## src/inc/rss_pkg.sv

```systemverilog
package rss_pkg;
  // ----------------------------------------
  // Clock and serial timing
  // ----------------------------------------
  localparam int unsigned CLK_HZ       = 25_000_000;
  localparam int unsigned BAUD_RATE    = 57_600;
  localparam int unsigned BIT_CYC      = CLK_HZ / BAUD_RATE;
  localparam logic [15:0] BIT_CNT_MAX  = 16'(BIT_CYC - 1);
  localparam logic [15:0] HALF_CNT     = 16'(BIT_CYC / 2);
  localparam int unsigned DATA_BITS    = 7;
  localparam logic [3:0]  FRAME_LAST   = 4'h9;
  localparam logic [3:0]  PARITY_POS   = 4'h8;
  // ----------------------------------------
  // Buffer
  // ----------------------------------------
  localparam int unsigned FIFO_DEPTH   = 16;
  // ----------------------------------------
  // Characters
  // ----------------------------------------
  localparam logic [6:0]  CH_LF        = 7'h0a;
  localparam logic [6:0]  CH_CR        = 7'h0d;
  localparam logic [6:0]  CH_SEMI      = 7'h3b;
  localparam logic [6:0]  CH_ONE       = 7'h31;
  localparam logic [34:0] TXT_OPCQ     = {7'h2a, 7'h4f, 7'h50, 7'h43, 7'h3f};
  localparam logic [27:0] TXT_OPC      = {7'h2a, 7'h4f, 7'h50, 7'h43};
  localparam logic [27:0] TXT_RST      = {7'h2a, 7'h52, 7'h53, 7'h54};
  // ----------------------------------------
  // Register map, byte addresses
  // ----------------------------------------
  localparam logic [7:0]  OFS_STB      = 8'h00;
  localparam logic [7:0]  OFS_SRE      = 8'h04;
  localparam logic [7:0]  OFS_ESR      = 8'h08;
  localparam logic [7:0]  OFS_SPOLL    = 8'h0c;
  localparam logic [7:0]  OFS_TXD      = 8'h10;
  localparam logic [7:0]  OFS_RXD      = 8'h14;
  localparam logic [7:0]  OFS_CTL      = 8'h18;
  localparam logic [7:0]  OFS_ESE      = 8'h1c;
  // ----------------------------------------
  // Field positions and reset values
  // ----------------------------------------
  localparam int unsigned STB_OSB      = 7;
  localparam int unsigned STB_RQS      = 6;
  localparam int unsigned STB_ESB      = 5;
  localparam int unsigned STB_MAV      = 4;
  localparam int unsigned ESR_OPC      = 0;
  localparam int unsigned RXD_VALID    = 7;
  localparam int unsigned RXD_PERR     = 8;
  localparam int unsigned RXD_FERR     = 9;
  localparam logic [7:0]  SRE_RESET    = 8'h00;
  localparam logic [7:0]  ESE_RESET    = 8'h00;

  typedef enum logic [1:0] {
    RSS_INJ_IDLE = 2'b00,
    RSS_INJ_ONE  = 2'b01,
    RSS_INJ_CR   = 2'b10,
    RSS_INJ_LF   = 2'b11
  } rss_inj_t;
endpackage

```

## src/hdl/rss_top.sv

```systemverilog
`timescale 1ns/10ps
`default_nettype none
module rss_top (
  input  wire logic        clk,
  input  wire logic        reset_n,
  input  wire logic [7:0]  avs_address,
  input  wire logic        avs_read,
  input  wire logic        avs_write,
  input  wire logic [31:0] avs_writedata,
  output logic [31:0]      avs_readdata,
  output logic             avs_waitrequest,
  input  wire logic        rx_pin,
  output logic             tx_pin,
  input  wire logic        op_busy,
  input  wire logic        op_summary,
  output logic             srq
);
  // ----------------------------------------
  // Receive line synchroniser and framer
  // ----------------------------------------
  logic        rx_s1_q;
  logic        rx_s2_q;
  logic        rx_act_q;
  logic [15:0] rx_cnt_q;
  logic [3:0]  rx_bit_q;
  logic [8:0]  rx_sh_q;
  logic        rx_done_q;
  logic        rx_perr_q;
  logic        rx_ferr_q;
  logic [6:0]  rx_ch_q;
  wire         rx_tick   = rx_act_q & (rx_cnt_q == '0);
  wire         rx_start  = ~rx_act_q & ~rx_s2_q;

  always_ff @(posedge clk or negedge reset_n) begin
    if (!reset_n) begin
      rx_s1_q <= 1'b1;
      rx_s2_q <= 1'b1;
    end else begin
      rx_s1_q <= rx_pin;
      rx_s2_q <= rx_s1_q;
    end
  end

  // Sample mid-bit; a false start bit is dropped at its centre
  always_ff @(posedge clk or negedge reset_n) begin
    if (!reset_n) begin
      rx_act_q  <= 1'b0;
      rx_cnt_q  <= '0;
      rx_bit_q  <= '0;
      rx_sh_q   <= '0;
      rx_done_q <= 1'b0;
      rx_perr_q <= 1'b0;
      rx_ferr_q <= 1'b0;
      rx_ch_q   <= '0;
    end else begin
      rx_done_q <= 1'b0;
      if (rx_start) begin
        rx_act_q <= 1'b1;
        rx_cnt_q <= rss_pkg::HALF_CNT;
        rx_bit_q <= '0;
      end else if (rx_act_q) begin
        rx_cnt_q <= rx_tick ? rss_pkg::BIT_CNT_MAX : rx_cnt_q - 16'h0001;
        if (rx_tick) begin
          rx_bit_q <= rx_bit_q + 4'h1;
          if (rx_bit_q == '0 && rx_s2_q) begin
            rx_act_q <= 1'b0;
          end else if (rx_bit_q == rss_pkg::FRAME_LAST) begin
            rx_act_q  <= 1'b0;
            rx_done_q <= 1'b1;
            // Eight shifts leave the first data bit at index 1; index 0 is stale
            rx_ch_q   <= rx_sh_q[7:1];
            rx_perr_q <= ~(^rx_sh_q[8:1]);
            rx_ferr_q <= ~rx_s2_q;
          end else if (rx_bit_q != '0) begin
            rx_sh_q <= {rx_s2_q, rx_sh_q[8:1]};
          end
        end
      end
    end
  end

  // ----------------------------------------
  // Message parser for the completion commands and *RST
  // ----------------------------------------
  logic [34:0] seg_q;
  logic [2:0]  seg_len_q;
  logic        opc_arm_q;
  logic        opcq_pend_q;
  wire         ch_lf     = rx_done_q & (rx_ch_q == rss_pkg::CH_LF);
  wire         ch_sep    = rx_done_q & (rx_ch_q == rss_pkg::CH_SEMI);
  wire         ch_cr     = rx_done_q & (rx_ch_q == rss_pkg::CH_CR);
  wire         ch_text   = rx_done_q & ~ch_lf & ~ch_sep & ~ch_cr;
  wire         is_opcq   = ch_lf & (seg_len_q == 3'd5) & (seg_q == rss_pkg::TXT_OPCQ);
  wire         is_opc    = ch_lf & (seg_len_q == 3'd4) & (seg_q[27:0] == rss_pkg::TXT_OPC);
  wire         is_rst    = (ch_lf | ch_sep) & (seg_len_q == 3'd4) & (seg_q[27:0] == rss_pkg::TXT_RST);
  wire         op_done   = ~op_busy;
  wire         opc_fire  = opc_arm_q & op_done;
  wire         opcq_fire = opcq_pend_q & op_done;

  // CR is dropped so that LF and CR LF end a message alike
  always_ff @(posedge clk or negedge reset_n) begin
    if (!reset_n) begin
      seg_q     <= '0;
      seg_len_q <= '0;
    end else if (ch_lf | ch_sep) begin
      seg_q     <= '0;
      seg_len_q <= '0;
    end else if (ch_text) begin
      seg_q     <= {seg_q[27:0], rx_ch_q};
      seg_len_q <= (seg_len_q == 3'd6) ? seg_len_q : seg_len_q + 3'd1;
    end
  end

  // Parsing runs on regardless of pending completions
  always_ff @(posedge clk or negedge reset_n) begin
    if (!reset_n) begin
      opc_arm_q   <= 1'b0;
      opcq_pend_q <= 1'b0;
    end else begin
      opc_arm_q   <= is_opc | (opc_arm_q & ~op_done & ~is_rst);
      opcq_pend_q <= is_opcq | (opcq_pend_q & ~opcq_fire & ~is_rst);
    end
  end

  // ----------------------------------------
  // Output buffer and response injector
  // ----------------------------------------
  rss_pkg::rss_inj_t inj_q;
  rss_pkg::rss_inj_t inj_d;
  logic              fifo_in_ready;
  logic              fifo_out_valid;
  logic [6:0]        fifo_out_data;
  logic              fifo_empty;
  logic              tx_take;
  logic              sw_push;
  logic [6:0]        inj_ch;
  wire               inj_act   = (inj_q != rss_pkg::RSS_INJ_IDLE);
  wire               fifo_push = inj_act | sw_push;
  wire [6:0]         fifo_din  = inj_act ? inj_ch : avs_writedata[6:0];

  always_comb begin
    inj_d  = inj_q;
    inj_ch = rss_pkg::CH_ONE;
    case (inj_q)
      rss_pkg::RSS_INJ_IDLE: begin
        if (opcq_fire) begin
          inj_d = rss_pkg::RSS_INJ_ONE;
        end
      end
      rss_pkg::RSS_INJ_ONE: begin
        inj_ch = rss_pkg::CH_ONE;
        if (fifo_in_ready) begin
          inj_d = rss_pkg::RSS_INJ_CR;
        end
      end
      rss_pkg::RSS_INJ_CR: begin
        inj_ch = rss_pkg::CH_CR;
        if (fifo_in_ready) begin
          inj_d = rss_pkg::RSS_INJ_LF;
        end
      end
      rss_pkg::RSS_INJ_LF: begin
        inj_ch = rss_pkg::CH_LF;
        if (fifo_in_ready) begin
          inj_d = rss_pkg::RSS_INJ_IDLE;
        end
      end
      default: begin
        inj_d = rss_pkg::RSS_INJ_IDLE;
      end
    endcase
  end

  always_ff @(posedge clk or negedge reset_n) begin
    if (!reset_n) begin
      inj_q <= rss_pkg::RSS_INJ_IDLE;
    end else begin
      inj_q <= inj_d;
    end
  end

  rss_fifo #(
    .WIDTH (rss_pkg::DATA_BITS),
    .DEPTH (rss_pkg::FIFO_DEPTH)
  ) u_outbuf (
    .clk       (clk),
    .reset_n   (reset_n),
    .in_valid  (fifo_push),
    .in_ready  (fifo_in_ready),
    .in_data   (fifo_din),
    .out_valid (fifo_out_valid),
    .out_ready (tx_take),
    .out_data  (fifo_out_data),
    .empty     (fifo_empty)
  );

  // ----------------------------------------
  // Transmitter, no handshake with the host
  // ----------------------------------------
  logic        tx_act_q;
  logic [15:0] tx_cnt_q;
  logic [3:0]  tx_bit_q;
  logic [9:0]  tx_sh_q;
  wire         tx_tick = tx_act_q & (tx_cnt_q == '0);

  assign tx_take = ~tx_act_q;
  assign tx_pin  = tx_sh_q[0];

  always_ff @(posedge clk or negedge reset_n) begin
    if (!reset_n) begin
      tx_act_q <= 1'b0;
      tx_cnt_q <= '0;
      tx_bit_q <= '0;
      tx_sh_q  <= 10'h3ff;
    end else if (tx_take & fifo_out_valid) begin
      tx_act_q <= 1'b1;
      tx_cnt_q <= rss_pkg::BIT_CNT_MAX;
      tx_bit_q <= '0;
      tx_sh_q  <= {1'b1, ~(^fifo_out_data), fifo_out_data, 1'b0};
    end else if (tx_tick) begin
      tx_cnt_q <= rss_pkg::BIT_CNT_MAX;
      tx_bit_q <= tx_bit_q + 4'h1;
      tx_sh_q  <= {1'b1, tx_sh_q[9:1]};
      tx_act_q <= (tx_bit_q != rss_pkg::FRAME_LAST);
    end else if (tx_act_q) begin
      tx_cnt_q <= tx_cnt_q - 16'h0001;
    end
  end

  // ----------------------------------------
  // Status byte and service request
  // ----------------------------------------
  logic [7:0] sre_q;
  logic [7:0] ese_q;
  logic [7:0] esr_q;
  logic [7:0] summ_q;
  logic       rqs_q;
  logic [6:0] rxd_q;
  logic       rxv_q;
  logic       rxpe_q;
  logic       rxfe_q;
  logic       rxov_q;
  logic [7:0] stb;
  logic [7:0] summ;
  wire        mav    = ~fifo_empty;
  wire        esb    = |(esr_q & ese_q);

  assign stb    = {op_summary, 1'b0, esb, mav, 4'h0};
  assign summ   = stb & sre_q & ~(8'h01 << rss_pkg::STB_RQS);
  wire   mss    = |summ;
  wire   rise   = |(summ & ~summ_q);
  assign srq    = rqs_q;

  // ----------------------------------------
  // Avalon slave: one wait state per access, more for a TXD write while tx_stall holds
  // ----------------------------------------
  logic        ack_q;
  logic [31:0] rdata_q;
  wire         req      = avs_read | avs_write;
  wire         a_stb    = (avs_address == rss_pkg::OFS_STB);
  wire         a_sre    = (avs_address == rss_pkg::OFS_SRE);
  wire         a_esr    = (avs_address == rss_pkg::OFS_ESR);
  wire         a_spoll  = (avs_address == rss_pkg::OFS_SPOLL);
  wire         a_txd    = (avs_address == rss_pkg::OFS_TXD);
  wire         a_rxd    = (avs_address == rss_pkg::OFS_RXD);
  wire         a_ctl    = (avs_address == rss_pkg::OFS_CTL);
  wire         a_ese    = (avs_address == rss_pkg::OFS_ESE);
  // Response writes wait while a query holds the bus or the buffer is full
  wire         tx_stall = avs_write & a_txd & (~fifo_in_ready | inj_act | opcq_pend_q);
  wire         done     = req & ack_q;
  wire         wr_done  = done & avs_write;
  wire         rd_done  = done & avs_read;
  wire [7:0]   stb_rd   = stb | ({7'h00, mss} << rss_pkg::STB_RQS);
  wire [7:0]   poll_rd  = stb | ({7'h00, rqs_q} << rss_pkg::STB_RQS);
  logic [31:0] rd_mux;

  assign sw_push         = wr_done & a_txd;
  assign avs_waitrequest = req & ~ack_q;
  assign avs_readdata    = rdata_q;

  always_comb begin
    if (a_stb) begin
      rd_mux = {24'h000000, stb_rd};
    end else if (a_sre) begin
      rd_mux = {24'h000000, sre_q};
    end else if (a_esr) begin
      rd_mux = {24'h000000, esr_q};
    end else if (a_spoll) begin
      rd_mux = {24'h000000, poll_rd};
    end else if (a_rxd) begin
      rd_mux = {22'h000000, rxfe_q, rxpe_q, rxv_q, rxd_q};
    end else if (a_ctl) begin
      rd_mux = {29'h00000000, rxov_q, opcq_pend_q, opc_arm_q};
    end else if (a_ese) begin
      rd_mux = {24'h000000, ese_q};
    end else begin
      rd_mux = 32'h00000000;
    end
  end

  always_ff @(posedge clk or negedge reset_n) begin
    if (!reset_n) begin
      ack_q   <= 1'b0;
      rdata_q <= '0;
    end else begin
      ack_q   <= req & ~ack_q & ~tx_stall;
      rdata_q <= (avs_read & ~ack_q) ? rd_mux : rdata_q;
    end
  end

  // Sets win over clears throughout
  always_ff @(posedge clk or negedge reset_n) begin
    if (!reset_n) begin
      sre_q  <= rss_pkg::SRE_RESET;
      ese_q  <= rss_pkg::ESE_RESET;
      esr_q  <= '0;
      summ_q <= '0;
      rqs_q  <= 1'b0;
    end else begin
      summ_q <= summ;
      if (wr_done & a_sre) begin
        sre_q <= avs_writedata[7:0];
      end
      if (wr_done & a_ese) begin
        ese_q <= avs_writedata[7:0];
      end
      if (rd_done & a_esr) begin
        esr_q <= 8'h00;
      end
      if (opc_fire) begin
        esr_q[rss_pkg::ESR_OPC] <= 1'b1;
      end
      rqs_q <= rise | (rqs_q & ~(rd_done & a_spoll));
    end
  end

  // Received characters reach software through a single holding register
  always_ff @(posedge clk or negedge reset_n) begin
    if (!reset_n) begin
      rxd_q  <= '0;
      rxv_q  <= 1'b0;
      rxpe_q <= 1'b0;
      rxfe_q <= 1'b0;
      rxov_q <= 1'b0;
    end else begin
      if (rx_done_q) begin
        rxd_q  <= rx_ch_q;
        rxpe_q <= rx_perr_q;
        rxfe_q <= rx_ferr_q;
      end
      rxv_q  <= rx_done_q | (rxv_q & ~(rd_done & a_rxd));
      rxov_q <= (rx_done_q & rxv_q & ~(rd_done & a_rxd)) | (rxov_q & ~(wr_done & a_ctl));
    end
  end
endmodule
`default_nettype wire

```

## src/hdl/rss_fifo.sv

```systemverilog
`timescale 1ns/10ps
`default_nettype none
module rss_fifo #(
  parameter int unsigned WIDTH = 7,
  parameter int unsigned DEPTH = 16
) (
  input  wire logic             clk,
  input  wire logic             reset_n,
  input  wire logic             in_valid,
  output logic                  in_ready,
  input  wire logic [WIDTH-1:0] in_data,
  output logic                  out_valid,
  input  wire logic             out_ready,
  output logic [WIDTH-1:0]      out_data,
  output logic                  empty
);
  localparam int unsigned AW = $clog2(DEPTH);

  logic [WIDTH-1:0] mem [DEPTH];
  logic [AW-1:0]    wr_q;
  logic [AW-1:0]    rd_q;
  logic [AW:0]      cnt_q;
  logic             ov_q;
  logic [WIDTH-1:0] od_q;
  wire              push     = in_valid & in_ready;
  wire              load     = (cnt_q != '0) & (~ov_q | out_ready);
  wire              pop_out  = out_valid & out_ready;

  // ----------------------------------------
  // Storage plus a registered output stage
  // ----------------------------------------
  assign in_ready  = (cnt_q != (AW+1)'(DEPTH));
  assign out_valid = ov_q;
  assign out_data  = od_q;
  assign empty     = ~ov_q & (cnt_q == '0);

  always_ff @(posedge clk) begin
    if (push) begin
      mem[wr_q] <= in_data;
    end
  end

  always_ff @(posedge clk or negedge reset_n) begin
    if (!reset_n) begin
      wr_q  <= '0;
      rd_q  <= '0;
      cnt_q <= '0;
      ov_q  <= 1'b0;
      od_q  <= '0;
    end else begin
      if (push) begin
        wr_q <= wr_q + 1'b1;
      end
      if (load) begin
        rd_q <= rd_q + 1'b1;
        od_q <= mem[rd_q];
      end
      cnt_q <= cnt_q + (AW+1)'(push) - (AW+1)'(load);
      ov_q  <= load | (ov_q & ~pop_out);
    end
  end
endmodule
`default_nettype wire

```

## config.mk

```make
export PLATFORM = sky130hd
export DESIGN_NAME = rss_top
export DESIGN_NICKNAME = d
export VERILOG_FILES = /design/src/inc/rss_pkg.sv /design/src/hdl/rss_top.sv /design/src/hdl/rss_fifo.sv
export SDC_FILE = /design/constraint.sdc
export NUM_CORES = 1
export LEC_CHECK = 0
export ABC_AREA = 1
export BUFFER_PORTS_ARGS = -buffer_cell sky130_fd_sc_hd__buf_4
export CAP_MARGIN = 10
export CORE_UTILIZATION = 45
export CTS_CLUSTER_DIAMETER = 120
export DETAILED_ROUTE_END_ITERATION = 10
export SKIP_CTS_REPAIR_TIMING = 1
export SYNTH_ARGS = -nofsm -noshare
export SYNTH_HDL_FRONTEND = slang
export SYNTH_SLANG_ARGS = --single-unit
```

## constraint.sdc

```tcl
create_clock -name clk -period 3 [get_ports clk]
set_input_delay 0.3 -clock clk [delete_from_list [all_inputs] [get_ports clk]]
set_output_delay 0.3 -clock clk [all_outputs]
set_load 0.05 [all_outputs]
```

# Yosys cells after proc, flatten, opt, wreduce, memory -nomap -nowiden
# Memories as Yosys holds them, arrays and structs flattened. A register that Yosys moved wholly into a read port is not among the register bits.
# Cells that the tools add are included.
[totals]
ff_bits = 198
ram_bits = 112
input_bits = 47
n_memories = 1
[op_classes]
addsub = 9
eq_ne = 27
mux = 48
n_bitwise = 87
n_reduce_logical = 27
[mem_list]
columns = ["name", "depth", "word_bits", "read_ports", "rd_ports_with_merged_regs", "wr", "line_no", "text"]
rows = [
  ["u_outbuf.mem", 16, 7, 1, 1, 1, "rss_fifo.sv:19", "logic [WIDTH-1:0] mem [DEPTH];"],
]
[op_table]
columns = ["op", "n"]
rows = [
  ["$mux W32", 4],
  ["$mux W16", 6],
  ["$mux W35", 2],
  ["$eq A28 B27 Y1 const B", 2],
  ["$and A1 B1 Y1", 46],
  ["$eq A35 B34 Y1 const B", 1],
  ["$eq A8 B5 Y1 const B", 4],
  ["$logic_not A16 Y1", 2],
  ["$sub A16 B1 Y16 const B", 2],
  ["$mux W10", 3],
  ["$not A1 Y1", 23],
  ["$mux W4", 5],
  ["$add A4 B1 Y4 const B", 4],
  ["$and A8 B8 Y8", 2],
  ["$eq A8 B4 Y1 const B", 2],
  ["$mux W1", 16],
  ["$mux W8", 2],
  ["$or A8 B7 Y8", 2],
  ["$reduce_or A8 Y1", 2],
  ["$eq A7 B4 Y1 const B", 2],
  ["$or A1 B1 Y1", 12],
  ["$pmux W6 S2", 1],
  ["$reduce_bool A2 Y1", 6],
  ["$ne A2 B2 Y1 const B", 5],
  ["33 further kinds", 42],
]

# Depth between registers and ports, before layout
[depth]
depth_word = 8
ltp_mapped = 14
ltp_nobuf = 13

# Cells and area by module
# Synthesis repeated with hierarchy kept, for this count alone.
[hier_totals]
hier_cells = 1652
hier_area_um2 = 14251.2
[by_module_without_submodules]
columns = ["mod", "n_inst", "cells_each", "area_each_um2", "seq_area_each_um2"]
rows = [
  ["rss_top", 1, 1067, 8336.7, 3917.5],
  ["rss_fifo", 1, 585, 5914.4, 3888.7],
]

# Least setup slack after synthesis
# No wires, ideal clock.
[synth_timing]
path_kind = "register -> register"
startpoint = "reg u_outbuf.cnt_q[3]"
endpoint = "reg u_outbuf.cnt_q[4]"
setup_time_ns = 0.079
arrival_ns = 2.400
required_time_ns = 2.921
setup_slack_ns = 0.521
path_stages_with_launch = 15
path_buffers = 1
path_cell_list = "dfrtp_1 -> inv_1 -> ha_1 -> nand3_1 -> nand2_2 -> inv_1 -> buf_2 -> ha_1 -> inv_1 -> ha_1 -> fa_1 -> a21oi_1 -> nor2_1 -> nor2_1 -> xor2_1"
[synth_between]
elab_cells_between_ends = 6
[synth_lines]
columns = ["element", "line_no", "text"]
rows = [
  ["start: declaration", "rss_fifo.sv:22", "logic [AW:0] cnt_q;"],
  ["start signal: assignment", "rss_fifo.sv:58", "cnt_q <= cnt_q + (AW+1)'(push) - (AW+1)'(load);"],
  ["$reduce_bool A5 Y1", "rss_fifo.sv:26", "wire load = (cnt_q != '0) & (~ov_q | out_ready);"],
  ["$and A1 B1 Y1", "rss_fifo.sv:26", ""],
  ["named net u_outbuf.load", "rss_fifo.sv:26", ""],
  ["$sub A5 B1 Y5", "rss_fifo.sv:58", ""],
]
# The timed path passes the listed nets, and every way through them passes these cells.
# A chain may end at the register's enable or synchronous reset.

# Worst setup path in the final report
[layout_timing]
startpoint = "reg u_outbuf.cnt_q[3]"
endpoint = "reg u_outbuf.cnt_q[4]"
[layout_between]
elab_chain_cells = 4
elab_cells_between_ends = 6
[layout_lines]
columns = ["element", "line_no", "text"]
rows = [
  ["$ne A5 B5 Y1", "rss_fifo.sv:32", "assign in_ready = (cnt_q != (AW+1)'(DEPTH));"],
  ["$and A1 B1 Y1", "rss_fifo.sv:25", "wire push = in_valid & in_ready;"],
  ["$add A5 B1 Y5", "rss_fifo.sv:58", ""],
  ["$sub A5 B1 Y5 (*)", "rss_fifo.sv:58", ""],
]
# Every way passes the cells marked *; elsewhere a longest branch is shown, timed or not.

==> flow_metrics.env <==
export IMPL_status="finished, final reports clean"
export IMPL_grt_usage_pct=19.9
export IMPL_syn_inst=1676
export IMPL_ys_seq_elements=289
export IMPL_drt_drc_violations_left=0
export IMPL_max_stage_delay_ns=0.44
export IMPL_drt_iter0_drc=670
export IMPL_core_area_um2=31600
export IMPL_clock_sinks=289
export IMPL_finalHoldViolations=0
export IMPL_startpoint_type="register"
export IMPL_clockRootBuffer="clkbuf_16"
export IMPL_path_buf_inv=3
export IMPL_nNetsFinal=1808
export IMPL_tightest_slew_ns=1.02
export IMPL_timing_final_max_slew_violations=0
export IMPL_row_count=65
export IMPL_reg2regPathDepth=13
export IMPL_drive_gt1_share_pct=11.2
export IMPL_cp_top_family="adder cells"
export IMPL_ctsLongestPathBuffers=3
export IMPL_max_vdd_ir_drop_mv=0.561
export IMPL_grt_pass1_wl_um=53100
export IMPL_fmax_mhz=399
export IMPL_numCtsBuffers=31
export IMPL_cts_tree="done"
export IMPL_cap_violations=0
export IMPL_die_h_um=181
export IMPL_finalClockSkew_ns=0.0152
export IMPL_setup_viol=0
export IMPL_rsz0062_at_grt="no"
export IMPL_dp_cells=2096
export IMPL_min_path_type="input pin to register"
export IMPL_area_growth_pct=12.2
export IMPL_finalSetupTns_ns=0
export IMPL_arrival_ns=3.00
export IMPL_diodes=0
export IMPL_finalCritPeriodShare_pct=83.6
export IMPL_routedWlPerCell_um=14.6
export IMPL_finalCriticalPeriod_ns=2.51
export IMPL_grt_util_met1_pct=26.2
export IMPL_setup_worst_path_start="u_outbuf.cnt_q[3]"
export IMPL_grt_ovfl_total=0
export IMPL_synth_area_um2=14500
export IMPL_seq_area_frac_synth_pct=54.0
export IMPL_gp_congestion=0.825
export IMPL_rr_endpoint="u_outbuf.cnt_q[4]"
export IMPL_vias_per_cell=4.98
export IMPL_grt_max_degree=82
export IMPL_p_leak_nw=7.81
export IMPL_ys_types=40
export IMPL_antenna_found_initial=0
export IMPL_path_cells="inv_1, ha_1, nand3_1, nand2_2, inv_1, ha_1, inv_1, ha_1, fa_1, a21oi_1, nor2_1, nor2_1, xor2_1"
export IMPL_syn_avg_cell_area_um2=8.62
export IMPL_power_density_nw_per_um2=663
export IMPL_rr_startpoint="u_outbuf.cnt_q[3]"
export IMPL_cts_max_level=1
export IMPL_use_met3_pct=2.72
export IMPL_wirelength_um=31600
export IMPL_start_util_pct=45.8
export IMPL_grt_pass1_vias=10500
export IMPL_grtUsageMet2_pct=33.9
export IMPL_path_max_fanout=10
export IMPL_first_pass_iters=5
export IMPL_yosysWarnings=0
export IMPL_path_clk_slew_ns=0.06
export IMPL_dp_hpwl_um=21700
export IMPL_critical_path_class="register to register"
export IMPL_busiest_layer="met2"
export IMPL_slowest_stage="fa_1"
export IMPL_totalPowerFinal_w=0.0107
export IMPL_ant_nets=0
export IMPL_portBuffers=35
export IMPL_n_fill_cell=2977
export IMPL_endpoint="u_outbuf.cnt_q[4]"
export IMPL_rrSetupSlack_ns=0.49
export IMPL_worst_ep_required_time_ns=3.49
export IMPL_die_w_um=181
export IMPL_max_slew_margin_rel_pct=31.9
export IMPL_dr_total_vias=10700
export IMPL_end_kind="register"
export IMPL_pin_count=82
export IMPL_cp_depth=13
export IMPL_instances_no_fill=2158
export IMPL_dieArea_um2=32800
export IMPL_clk_latency_ns=0.57
export IMPL_holdWs_ns=0.0378
-- synthesized netlist by cell type, drive strengths merged --
cell	count	area (um2)
nand2	502	1920
inv	244	916
nand3	191	966
dfrtp	166	4150
o21ai	114	657
edfxtp	112	3360
nor2	111	485
buf	55	382
nor3	30	150
ha	29	363
xor2	28	245
clkbuf	18	67.6
nand4	17	136
a21oi	15	75.1
xnor2	14	123
dfstp	11	289
o22ai	7	43.8
nand3b	3	47.6
a31oi	1	6.26
and3	1	7.51
clkinv	1	3.75
conb	1	3.75
fa	1	20.0
nor3b	1	7.51
o211ai	1	7.51
o21bai	1	7.51
or2	1	6.26
-- per-stage QoR --
| step | instance area [um2] | worst slack [ns] | utilization [%] |
|---|---|---|---|
| CTS | 16200 | 0.478 | 51.3 |
| detailed placement | 15100 | 0.507 | 48.0 |
| finish | 16200 | 0.491 | 51.4 |
| global placement | 15100 | 0.516 | 48.0 |
| global route | 16200 | 0.242 | 51.4 |
| floorplan | 14500 | 0.521 | - |
-- state kept, by name (all words and copies together) (netlist names), 2 cells and up --
| name | cells |
|---|---|
| rx_ch_q | 7 |
| summ_q | 3 |
| u_outbuf.cnt_q | 5 |
| rx_sh_q | 8 |
| inj_q | 2 |
| u_outbuf.out_data | 7 |
| seg_q | 35 |
| tx_cnt_q | 16 |
| tx_sh_q | 9 |
| rxd_q | 7 |
| avs_readdata | 10 |
| u_outbuf.rd_q | 4 |
| rx_cnt_q | 16 |
| seg_len_q | 3 |
| ese_q | 8 |
| tx_bit_q | 4 |
| sre_q | 8 |
| u_outbuf.wr_q | 4 |
| u_outbuf.mem | 112 |
| rx_bit_q | 4 |
-- routing by layer --
metal / part of all wire, % / up-vias
met5: 0 / -
met2: 48 / 165
met4: 3.0 / 0
met1: 45 / 5129
met3: 4.0 / 55
li1: - / 5388
-- layout by cell type, fill, tap and decap left out, types with 12 or more instances in the layout --
cell type / netlist / layout
nand3_1: 189 / 189
a21oi_1: 15 / 15
nor2_1: 95 / 95
clkbuf_16: 0 / 32
o21ai_1: 8 / 12
edfxtp_1: 112 / 112
ha_1: 29 / 29
nand4_1: 15 / 15
nor3_1: 30 / 30
conb_1: 1 / 22
inv_1: 237 / 237
xnor2_1: 14 / 14
buf_4: 25 / 67
dfrtp_1: 166 / 165
nand2_1: 490 / 490
xor2_1: 28 / 28
o21ai_0: 83 / 79
o21ai_2: 23 / 23
-- cells by family (layout without fill, tap and decap cells) --
group,Yosys count,count (layout),synth area share [%]
and+or+nand+nor,857,857,25.8
AOI/OAI and AO/OA,139,139,5.51
adders and majority gates,30,30,2.65
DFF,289,289,54.0
xor gates and xnor gates,42,42,2.55
other,1,22,0.0259
buffers and inverters,318,377,9.47
-- worst reg2reg max path, delay by kind of cell (launching register included) --
| family | cells | cell delay (ns) |
|---|---|---|
| AO/OA/AOI/OAI | 1 | 0.14 |
| buffers and inverters | 3 | 0.22 |
| XOR/XNOR | 1 | 0.15 |
| adder cells (fa/ha/maj) | 4 | 1.10 |
| flip-flops | 1 | 0.38 |
| AND/OR/NAND/NOR | 4 | 0.44 |
-- worst min-delay path by stage --
stage	startpoint	to	cells after the start
after floorplan	reset_n	ack_q	0
after global placement	rx_s1_q	rx_s2_q	0
after detailed placement	rx_s1_q	rx_s2_q	0
after CTS	reset_n	tx_cnt_q[9]	1
after global routing	avs_writedata[0]	sre_q[0]	3
final	op_summary	summ_q[7]	3
-- final cells by class --
cell class,count,area [um2],share of cell area [%]
sequential,289,7810,48.2
multi-input combinational,1090,5360,33.1
inverter,245,920,5.67
timing repair buffer,74,597,3.68
clock buffer,44,886,5.46
tap,402,503,3.10
clock inverter,14,139,0.857
-- where the power goes --
part	leakage (nW)	switching (W)	internal [W]
clock	0.500	0.00157	0.00223
combinational	3.97	0.00135	0.000567
sequential	3.34	0.000145	0.00488
Power figures use the tool's default switching activity.
